**config.mk**
```make
export PLATFORM = sky130hd
export DESIGN_NAME = sbcu_core
export DESIGN_NICKNAME = d
export VERILOG_FILES = /design/src/sbcu_pkg.sv /design/src/sbcu_bitop.sv /design/src/sbcu_target.sv /design/src/sbcu_core.sv
export SDC_FILE = /design/constraint.sdc
export NUM_CORES = 1
export LEC_CHECK = 0
export ABC_AREA = 1
export ABC_CLOCK_PERIOD_IN_PS = 3410
export BUFFER_PORTS_ARGS = -buffer_cell sky130_fd_sc_hd__buf_2
export CAP_MARGIN = 40
export CORE_MARGIN = 1.5
export CORE_UTILIZATION = 40
export DETAILED_ROUTE_END_ITERATION = 7
export SYNTH_ARGS = -nofsm -noshare
export SYNTH_HDL_FRONTEND = slang
export SYNTH_SLANG_ARGS = --single-unit
```
**constraint.sdc**
```tcl
create_clock -name sys_clk_i -period 3.41 [get_ports sys_clk_i]
set_clock_uncertainty 0.05 [all_clocks]
set_input_delay 1.023 -clock sys_clk_i [delete_from_list [all_inputs] [get_ports sys_clk_i]]
set_output_delay 1.023 -clock sys_clk_i [all_outputs]
set_load 0.005 [all_outputs]
```
**src/sbcu_pkg.sv**
```systemverilog
// Shared constants and types of the skip, compare and branch unit
package sbcu_pkg;

  localparam int          PC_W          = 13;
  localparam int          DADDR_W       = 8;
  localparam int          NIB_W         = 4;
  localparam int          NUM_REGS      = 16;
  localparam int          DISP_W        = 6;
  localparam int          BLOCK_LSB     = 12;
  localparam int          PAGE_LSB      = 8;
  localparam logic [12:0] PC_RESET      = 13'h0000;
  localparam logic [3:0]  NIB_ALL_ONES  = 4'hF;
  localparam logic [7:0]  PAIR_ALL_ONES = 8'hFF;
  localparam logic [3:0]  NIB_ONE       = 4'h1;
  localparam logic [7:0]  PAIR_ONE      = 8'h01;
  localparam logic [3:0]  REG_RESET     = 4'h0;

  // Register index: bit 3 selects the alternate bank, then X A H L D E B C
  localparam logic [3:0]  REG_X         = 4'h0;
  localparam logic [3:0]  REG_A         = 4'h1;
  localparam logic [3:0]  REG_H         = 4'h2;
  localparam logic [3:0]  REG_L         = 4'h3;
  localparam logic [3:0]  REG_D         = 4'h4;
  localparam logic [3:0]  REG_E         = 4'h5;

  typedef enum logic [4:0] {
    OP_NOP,
    OP_DECREMENT_SKIP_REG,
    OP_DECREMENT_SKIP_PAIR,
    OP_SKIP_IF_EQUAL_REG_IMM,
    OP_SKIP_IF_EQUAL_MEM_IMM,
    OP_SKIP_IF_EQUAL_A_MEM,
    OP_SKIP_IF_EQUAL_XA_MEM,
    OP_SKIP_IF_EQUAL_A_REG,
    OP_SKIP_IF_EQUAL_XA_PAIR,
    OP_BIT_SET_CARRY,
    OP_BIT_CLEAR_CARRY,
    OP_BIT_INVERT_CARRY,
    OP_SKIP_IF_TRUE_CARRY,
    OP_BIT_SET_OP,
    OP_BIT_CLEAR_OP,
    OP_SKIP_IF_TRUE,
    OP_SKIP_IF_FALSE,
    OP_SKIP_TRUE_THEN_CLEAR,
    OP_CARRY_AND_BIT,
    OP_CARRY_OR_BIT,
    OP_CARRY_XOR_BIT,
    OP_BRANCH_ABS,
    OP_BRANCH_REL,
    OP_BLOCK_LOCAL_BRANCH,
    OP_PAGE_BRANCH_SECOND_PAIR,
    OP_PAGE_BRANCH_ACCUM_PAIR
  } sbcu_opcode_t;

  typedef struct packed {
    sbcu_opcode_t opcode;
    logic [1:0]   len;
    logic [3:0]   rsel;
    logic [2:0]   psel;
    logic [3:0]   imm;
    logic [1:0]   bitsel;
    logic [7:0]   maddr;
    logic [12:0]  addr;
    logic [5:0]   disp;
  } sbcu_op_t;

  typedef struct packed {
    logic       rd;
    logic       we;
    logic [7:0] addr;
    logic [3:0] wdata;
  } sbcu_dmem_req_t;

  typedef logic [15:0][3:0] sbcu_regfile_t;

endpackage : sbcu_pkg

```
**src/sbcu_bitop.sv**
```systemverilog
// Single bit pick and replace within a data nibble
`timescale 1ns/1ps
module sbcu_bitop (
  input  wire logic [sbcu_pkg::NIB_W-1:0] nibble_i,
  input  wire logic [1:0]                 bitsel_i,
  input  wire logic                       value_i,
  output logic                            bit_o,
  output logic [sbcu_pkg::NIB_W-1:0]      nibble_o
);
  import sbcu_pkg::*;

  assign bit_o = nibble_i[bitsel_i];

  for (genvar g = 0; g < NIB_W; g++) begin : g_bit
    // Other three bits pass unchanged
    assign nibble_o[g] = (bitsel_i == 2'(g)) ? value_i : nibble_i[g];
  end

endmodule : sbcu_bitop

```
**src/sbcu_target.sv**
```systemverilog
// Branch target and sequential program counter computation
`timescale 1ns/1ps
module sbcu_target (
  input  wire sbcu_pkg::sbcu_opcode_t     opcode_i,
  input  wire logic [sbcu_pkg::PC_W-1:0]  pc_i,
  input  wire logic [1:0]                 len_i,
  input  wire logic [sbcu_pkg::PC_W-1:0]  addr_i,
  input  wire logic [sbcu_pkg::DISP_W-1:0] disp_i,
  input  wire logic [7:0]                 second_pair_i,
  input  wire logic [7:0]                 accum_pair_i,
  output logic [sbcu_pkg::PC_W-1:0]       seq_next_o,
  output logic [sbcu_pkg::PC_W-1:0]       target_o,
  output logic                            branch_o
);
  import sbcu_pkg::*;

  logic [PC_W-1:0] rel_target;

  assign seq_next_o = pc_i + PC_W'(len_i);
  // Plain wrap-around add, blind to page and block edges
  assign rel_target = pc_i + PC_W'({{(PC_W-DISP_W){disp_i[DISP_W-1]}}, disp_i});

  always_comb begin
    target_o = seq_next_o;
    branch_o = 1'b1;
    case (opcode_i)
      OP_BRANCH_ABS: begin
        target_o = addr_i;
      end
      OP_BRANCH_REL: begin
        target_o = rel_target;
      end
      OP_BLOCK_LOCAL_BRANCH: begin
        // Top bit from the advanced counter, so 0FFE and 0FFF land in block one
        target_o = {seq_next_o[PC_W-1:BLOCK_LSB], addr_i[BLOCK_LSB-1:0]};
      end
      OP_PAGE_BRANCH_SECOND_PAIR: begin
        target_o = {seq_next_o[PC_W-1:PAGE_LSB], second_pair_i};
      end
      OP_PAGE_BRANCH_ACCUM_PAIR: begin
        target_o = {seq_next_o[PC_W-1:PAGE_LSB], accum_pair_i};
      end
      default: begin
        branch_o = 1'b0;
      end
    endcase
  end

endmodule : sbcu_target

```
**src/sbcu_core.sv**
```systemverilog
// Execution core for decrement, compare, carry, bit and branch operations
// Operation
// - Decrement nibble register, skip on F
// - Decrement register pair, skip on FF
// - Skip when register or memory equals immediate
// - Pair memory compare uses even then odd
// - Skip when accumulator pair equals any pair
// - Set, clear and invert the carry flag
// - Skip when carry flag is one
// - Set or clear one memory bit only
// - Skip on memory bit true or false
// - Skip if bit set, then clear it
// - Carry combined with memory bit by logic
// - Absolute branch loads whole program counter
// - Relative branch adds short signed displacement
// - Block branch replaces low twelve bits
// - Block end positions branch into block one
// - Page branch low byte from second pair
// - Page end positions take next page
// - Page branch low byte from accumulator pair
// - Program counter is thirteen bits wide
`timescale 1ns/1ps
module sbcu_core (
  input  wire logic                     sys_clk_i,
  input  wire logic                     reset_n_i,
  input  wire logic                     op_valid_i,
  input  wire sbcu_pkg::sbcu_op_t       op_i,
  output logic                          op_ready_o,
  output sbcu_pkg::sbcu_dmem_req_t      dmem_req_o,
  input  wire logic [sbcu_pkg::NIB_W-1:0] dmem_rdata_i,
  output logic [sbcu_pkg::PC_W-1:0]     pc_o,
  output logic                          carry_o,
  output logic                          skip_o,
  output sbcu_pkg::sbcu_regfile_t       regs_o
);
  import sbcu_pkg::*;

  typedef enum logic [2:0] {
    S_IDLE,
    S_READ,
    S_DATA,
    S_READ2,
    S_DATA2,
    S_WRITE
  } sbcu_fsm_t;

  typedef struct packed {
    sbcu_fsm_t      fsm;
    logic           ready;
    logic [12:0]    pc;
    logic           carry;
    logic           skip;
    logic           match;
    sbcu_op_t       op;
    sbcu_dmem_req_t req;
    sbcu_regfile_t  regs;
  } sbcu_state_t;

  sbcu_state_t     cur;
  sbcu_state_t     next_cur;
  logic            accept;
  logic            exec;
  logic [3:0]      hi_idx;
  logic [3:0]      lo_idx;
  logic [3:0]      sel_nib;
  logic [7:0]      sel_pair;
  logic [7:0]      xa_pair;
  logic [7:0]      de_pair;
  logic [7:0]      pointer_pair;
  logic [3:0]      dec_nib;
  logic [7:0]      dec_pair;
  logic [PC_W-1:0] seq_next;
  logic [PC_W-1:0] target;
  logic            branch;
  logic            mem_bit;
  logic            bit_value;
  logic [3:0]      mod_nib;
  logic            seq_block;
  logic [4:0]      seq_page;

  assign accept       = op_valid_i && cur.ready;
  assign exec         = accept && !cur.skip;
  assign hi_idx       = {op_i.psel, 1'b0};
  assign lo_idx       = {op_i.psel, 1'b1};
  assign sel_nib      = cur.regs[op_i.rsel];
  assign sel_pair     = {cur.regs[hi_idx], cur.regs[lo_idx]};
  // Working pairs are taken from the primary bank
  assign xa_pair      = {cur.regs[REG_X], cur.regs[REG_A]};
  assign de_pair      = {cur.regs[REG_D], cur.regs[REG_E]};
  assign pointer_pair = {cur.regs[REG_H], cur.regs[REG_L]};
  assign dec_nib      = sel_nib - NIB_ONE;
  assign dec_pair     = sel_pair - PAIR_ONE;
  assign seq_block    = seq_next[PC_W-1];
  assign seq_page     = seq_next[PC_W-1:PAGE_LSB];
  assign bit_value    = (cur.op.opcode == OP_BIT_SET_OP);

  sbcu_target sbcu_target_inst (
    .opcode_i      (op_i.opcode),
    .pc_i          (cur.pc),
    .len_i         (op_i.len),
    .addr_i        (op_i.addr),
    .disp_i        (op_i.disp),
    .second_pair_i (de_pair),
    .accum_pair_i  (xa_pair),
    .seq_next_o    (seq_next),
    .target_o      (target),
    .branch_o      (branch)
  );

  sbcu_bitop sbcu_bitop_inst (
    .nibble_i (dmem_rdata_i),
    .bitsel_i (cur.op.bitsel),
    .value_i  (bit_value),
    .bit_o    (mem_bit),
    .nibble_o (mod_nib)
  );

  always_comb begin
    next_cur        = cur;
    next_cur.req.rd = 1'b0;
    next_cur.req.we = 1'b0;
    case (cur.fsm)
      S_IDLE: begin
        if (accept && cur.skip) begin
          // Fetched, but only the counter moves on and the skip flag clears
          next_cur.pc   = seq_next;
          next_cur.skip = 1'b0;
        end else if (accept) begin
          next_cur.op   = op_i;
          next_cur.pc   = branch ? target : seq_next;
          next_cur.skip = 1'b0;
          case (op_i.opcode)
            OP_DECREMENT_SKIP_REG: begin
              next_cur.regs[op_i.rsel] = dec_nib;
              next_cur.skip            = (dec_nib == NIB_ALL_ONES);
            end
            OP_DECREMENT_SKIP_PAIR: begin
              next_cur.regs[hi_idx] = dec_pair[7:4];
              next_cur.regs[lo_idx] = dec_pair[3:0];
              next_cur.skip         = (dec_pair == PAIR_ALL_ONES);
            end
            OP_SKIP_IF_EQUAL_REG_IMM: begin
              next_cur.skip = (sel_nib == op_i.imm);
            end
            OP_SKIP_IF_EQUAL_A_REG: begin
              next_cur.skip = (cur.regs[REG_A] == sel_nib);
            end
            OP_SKIP_IF_EQUAL_XA_PAIR: begin
              next_cur.skip = (xa_pair == sel_pair);
            end
            OP_BIT_SET_CARRY: begin
              next_cur.carry = 1'b1;
            end
            OP_BIT_CLEAR_CARRY: begin
              next_cur.carry = 1'b0;
            end
            OP_BIT_INVERT_CARRY: begin
              next_cur.carry = !cur.carry;
            end
            OP_SKIP_IF_TRUE_CARRY: begin
              next_cur.skip = cur.carry;
            end
            OP_SKIP_IF_EQUAL_MEM_IMM,
            OP_SKIP_IF_EQUAL_A_MEM: begin
              next_cur.req.rd   = 1'b1;
              next_cur.req.addr = pointer_pair;
              next_cur.fsm      = S_READ;
            end
            OP_SKIP_IF_EQUAL_XA_MEM: begin
              // Odd pointer is rounded down to its even partner
              next_cur.req.rd   = 1'b1;
              next_cur.req.addr = {pointer_pair[7:1], 1'b0};
              next_cur.fsm      = S_READ;
            end
            OP_BIT_SET_OP,
            OP_BIT_CLEAR_OP,
            OP_SKIP_IF_TRUE,
            OP_SKIP_IF_FALSE,
            OP_SKIP_TRUE_THEN_CLEAR,
            OP_CARRY_AND_BIT,
            OP_CARRY_OR_BIT,
            OP_CARRY_XOR_BIT: begin
              next_cur.req.rd   = 1'b1;
              next_cur.req.addr = op_i.maddr;
              next_cur.fsm      = S_READ;
            end
            default: begin
            end
          endcase
        end
      end
      S_READ: begin
        next_cur.fsm = S_DATA;
      end
      S_DATA: begin
        next_cur.fsm = S_IDLE;
        case (cur.op.opcode)
          OP_SKIP_IF_EQUAL_MEM_IMM: begin
            next_cur.skip = (dmem_rdata_i == cur.op.imm);
          end
          OP_SKIP_IF_EQUAL_A_MEM: begin
            next_cur.skip = (dmem_rdata_i == cur.regs[REG_A]);
          end
          OP_SKIP_IF_EQUAL_XA_MEM: begin
            next_cur.match    = (dmem_rdata_i == cur.regs[REG_A]);
            next_cur.req.rd   = 1'b1;
            next_cur.req.addr = {cur.req.addr[7:1], 1'b1};
            next_cur.fsm      = S_READ2;
          end
          OP_BIT_SET_OP,
          OP_BIT_CLEAR_OP: begin
            // Read-modify-write keeps the neighbouring bits intact
            next_cur.req.we    = 1'b1;
            next_cur.req.wdata = mod_nib;
            next_cur.fsm       = S_WRITE;
          end
          OP_SKIP_IF_TRUE: begin
            next_cur.skip = mem_bit;
          end
          OP_SKIP_IF_FALSE: begin
            next_cur.skip = !mem_bit;
          end
          OP_SKIP_TRUE_THEN_CLEAR: begin
            // Always writes the zero; harmless when the bit was already clear
            next_cur.skip      = mem_bit;
            next_cur.req.we    = 1'b1;
            next_cur.req.wdata = mod_nib;
            next_cur.fsm       = S_WRITE;
          end
          OP_CARRY_AND_BIT: begin
            next_cur.carry = cur.carry & mem_bit;
          end
          OP_CARRY_OR_BIT: begin
            next_cur.carry = cur.carry | mem_bit;
          end
          OP_CARRY_XOR_BIT: begin
            next_cur.carry = cur.carry ^ mem_bit;
          end
          default: begin
          end
        endcase
      end
      S_READ2: begin
        next_cur.fsm = S_DATA2;
      end
      S_DATA2: begin
        next_cur.skip = cur.match && (dmem_rdata_i == cur.regs[REG_X]);
        next_cur.fsm  = S_IDLE;
      end
      S_WRITE: begin
        next_cur.fsm = S_IDLE;
      end
      default: begin
        next_cur.fsm = S_IDLE;
      end
    endcase
    next_cur.ready = (next_cur.fsm == S_IDLE);
  end

  always_ff @(posedge sys_clk_i) begin
    if (!reset_n_i) begin
      cur       <= '0;
      cur.fsm   <= S_IDLE;
      cur.ready <= 1'b1;
      cur.pc    <= PC_RESET;
    end else begin
      cur <= next_cur;
    end
  end

  assign op_ready_o = cur.ready;
  assign dmem_req_o = cur.req;
  assign pc_o       = cur.pc;
  assign carry_o    = cur.carry;
  assign skip_o     = cur.skip;
  assign regs_o     = cur.regs;
endmodule : sbcu_core

```
==> results.py <==
metrics = {
    "timing": {
        "finalSetupTns_ps": 0,
        "hold_violations": 0,
        "clock.fmax_mhz": 339,
        "period_share": 0.866,
        "max_slew_margin": 0.550,
        "slew_violations": 0,
        "rsz0062_at_grt": "false",
        "min_period_ps": 2950,
        "hold_slack_ps": 453,
        "setup_violations": 0,
        "tightest_slew_ps": 675,
    },
    "global_routing": {
        "antenna_found_initial": 0,
        "grt_max_degree": 75,
        "grt_usage": 0.283,
        "overflow": 0,
        "met3_usage": 0.0440,
        "use_met2": 0.475,
        "grt_busiest_layer": "met2",
        "met1_usage": 0.361,
        "grt_pass1_vias": 9607,
        "grt_pass1_wl_mm": 52.8,
    },
    "power": {
        "clkPwrFrac": 0.402,
        "ir_drop_uv": 225,
        "swShare": 0.293,
        "p_switching_uw": 929,
        "p_int_uw": 2240,
        "seqPwrFrac": 0.428,
        "cellLeakagePower_uw": 0.00499,
        "comb_power_share": 0.170,
        "power.density_nw_per_um2": 316,
    },
    "setup_path": {
        "cp_num_buf_inv": 2,
        "endpoint_kind": "flop",
        "critPathKind": "in2reg",
        "critPathMaxStageDelay_ps": 300,
        "startpoint_type": "input port",
        "crit_slowest_cell": "buf_2",
        "crit_family": "simple AND/OR/NAND/NOR gates",
        "cp_cell_sequence": "buf_2 > nor2_1 > nand3_1 > nand2_1 > nor2_2 > nand2_2 > inv_1 > ha_1 > nand3_1 > o21bai_2 > nand2_1 > o22ai_1 > nor2_1 > a211oi_1",
        "worstPathMaxFanout": 19,
        "arrival_ps": 3180,
        "required_ps": 3640,
    },
    "clocking": {
        "cts_buffers": 9,
        "postCtsSetupBuffers": 0,
        "clk-insertion-delay-late_ps": 370,
        "cts_buffer_depth": 2,
        "cts-hold-fix-buffers": 0,
        "post_cts_resized": 0,
        "cts.sinks": 109,
        "cts_max_level": 3,
        "tritoncts": "yes",
        "clkTransAtPathRegs_ps": 80,
        "cts-root-buf": "clkbuf_16",
    },
    "logic_synthesis": {
        "ys_top_cells_by_area": "dfxtp_1 24%, nand2_1 19%, buf_4 7.9%",
        "synth_top_family_by_area": "simple AND/OR/NAND/NOR gates",
        "synth_edf_count": 0,
        "synth_cells": 1514,
        "synth_top_flop_cell": "dfxtp_1",
        "synth_top_area_share": 0.237,
        "synth-adder-area-share": 0.0302,
        "ys_seq_area_frac": 0.237,
        "ys_async_sr_fraction": 0,
        "muxShareOfSynthArea": 0,
        "yosysWarnings": 0,
        "synthSimpleGateAreaFrac": 0.332,
        "synth-seq-cells": 109,
        "synth_area_leader_cell": "dfxtp_1",
        "syn_avg_cell_area_sq_um": 6.08,
        "synth_nets": 1589,
        "syn_area_sq_um": 9200,
        "ys_top_cells_by_count": "454 x nand2_1, 137 x nor2_1, 128 x o21ai_0, 112 x inv_1, 109 x dfxtp_1",
        "synth.most_common_cell": "nand2_1",
        "synth_compound_area_frac": 0.211,
        "synth_xor_area_frac": 0.0238,
        "ys_types": 47,
    },
    "routing": {
        "drtIter0Drc": 816,
        "routedWlPerCell_um": 18.2,
        "drc": 0,
        "firstDrtPassIters": 6,
        "drt-total-wl_mm": 34.0,
        "ant_nets": 0,
        "via_count": 10100,
        "via_per_inst": 5.41,
    },
    "finish": {
        "fin_util": 0.443,
        "fin_nets": 1652,
        "drive_gt1_frac": 0.179,
        "nFillCells": 2492,
        "fin_area_sq_um": 10000,
        "syn_to_final_growth_pct": 9.08,
        "instances_no_fill": 1868,
    },
    "job": {
        "cap_violations": 0,
    },
    "die": {
        "rows": 55,
        "die_height_um": 155,
        "die_area_sq_um": 23900,
        "ios": 148,
        "start_util": 0.406,
        "fp.coreArea_sq_um": 22600,
        "die_x_um": 155,
    },
    "worst_hold_path": {
        "hold_path.class": "reg2reg",
    },
    "placement": {
        "globalplace.congestion": 1.01,
        "placed_cells": 1851,
        "portBuffers": 147,
        "dp_hpwl_mm": 26.2,
        "placed_area_sq_um": 9690,
    },
    "run_status": {
        "status": "completed",
    },
}
power groups by stage:
stage / sequential, uW / clock [uW] / combinational (uW)
2_1_floorplan: 1370 / 0 / 387
3_3_place_gp: 1390 / 0 / 527
3_5_place_dp: 1390 / 0 / 534
4_1_cts: 1360 / 1290 / 536
5_1_grt: 1360 / 1330 / 603
6_report: 1360 / 1270 / 540
worst paths after layout:
kind | startpoint | endpoint | slack [ps] | cells past startpoint
hold / removal | dmem_req_o[4] | dmem_req_o[4] | 450 | 2
setup reg to reg | pc_o[0] | pc_o[12] | 890 | 13
hold reg to reg | dmem_req_o[4] | dmem_req_o[4] | 450 | 2
setup / recovery | op_i[35] | regs_o[8] | 460 | 14
worst register-to-register path, delay by kind of cell (launching register included):
family	cells	cell delay, ps
AOI/OAI and AO/OA	2	280
xor gates and xnor gates	1	160
adders and majority gates	2	600
buffers and inverters	1	50
DFF	1	390
and+or+nand+nor	7	940
per-layer routing:
layer  up-vias  share of wire
li1       5021              -
met3        67          0.060
met4         0          0.033
met1      4636           0.44
met2       390           0.46
met5         -              0
cells by family after synthesis:
logic type | count (synthesis)
xor gates and xnor gates | 25
DFF | 109
AOI/OAI and AO/OA | 343
adders and majority gates | 21
and+or+nand+nor | 730
buffers and inverters | 286
stage by stage:
| stage | power [uW] | setup slack, ps |
|---|---|---|
| floorplan | 1760 | 432 |
| global placement | 1910 | 134 |
| detailed placement | 1920 | 131 |
| CTS | 3180 | 507 |
| global route | 3290 | 210 |
| finish | 3170 | 457 |
area by class of cell:
class	instances	area [sq um]	area share
multi-input combinational	1119	5500	0.548
tap	285	357	0.0355
antenna	1	2.50	0.000249
inverter	145	547	0.0545
sequential	109	2180	0.217
clock inverter	5	106	0.0106
clock buffer	11	243	0.0242
timing repair buffer	193	1100	0.110
placed cells by master, fill, tap and decap left out, types with 3 or more instances in the layout:
cell	Yosys	layout
nor3_1	12	12
nor2_4	5	5
o21ai_0	128	128
dfxtp_1	109	109
a22oi_1	10	10
buf_2	16	147
o22ai_1	19	19
xnor2_1	12	12
o21a_1	3	3
nand3b_1	3	3
nand2_2	16	16
a211oi_1	6	6
xor2_1	13	13
ha_1	19	19
nor2_1	137	137
bufinv_16	0	3
nand3_1	60	60
a221oi_1	8	8
inv_1	112	112
o211ai_1	8	8
nand2_4	3	3
buf_4	97	45
nand2_1	454	454
inv_2	31	31
a21oi_1	106	106
o21ai_1	12	12
clkbuf_16	0	9
a31oi_1	27	27
nor2_2	11	11
nand4_1	26	26
o2111ai_1	3	3
registers in the layout, indices dropped and copies added, names as in the netlist:
register and count:
carry_o 1, cur 15, dmem_req_o 14, op_ready_o 1
pc_o 13, regs_o 64, skip_o 1
(Power assumes the default switching activity.)
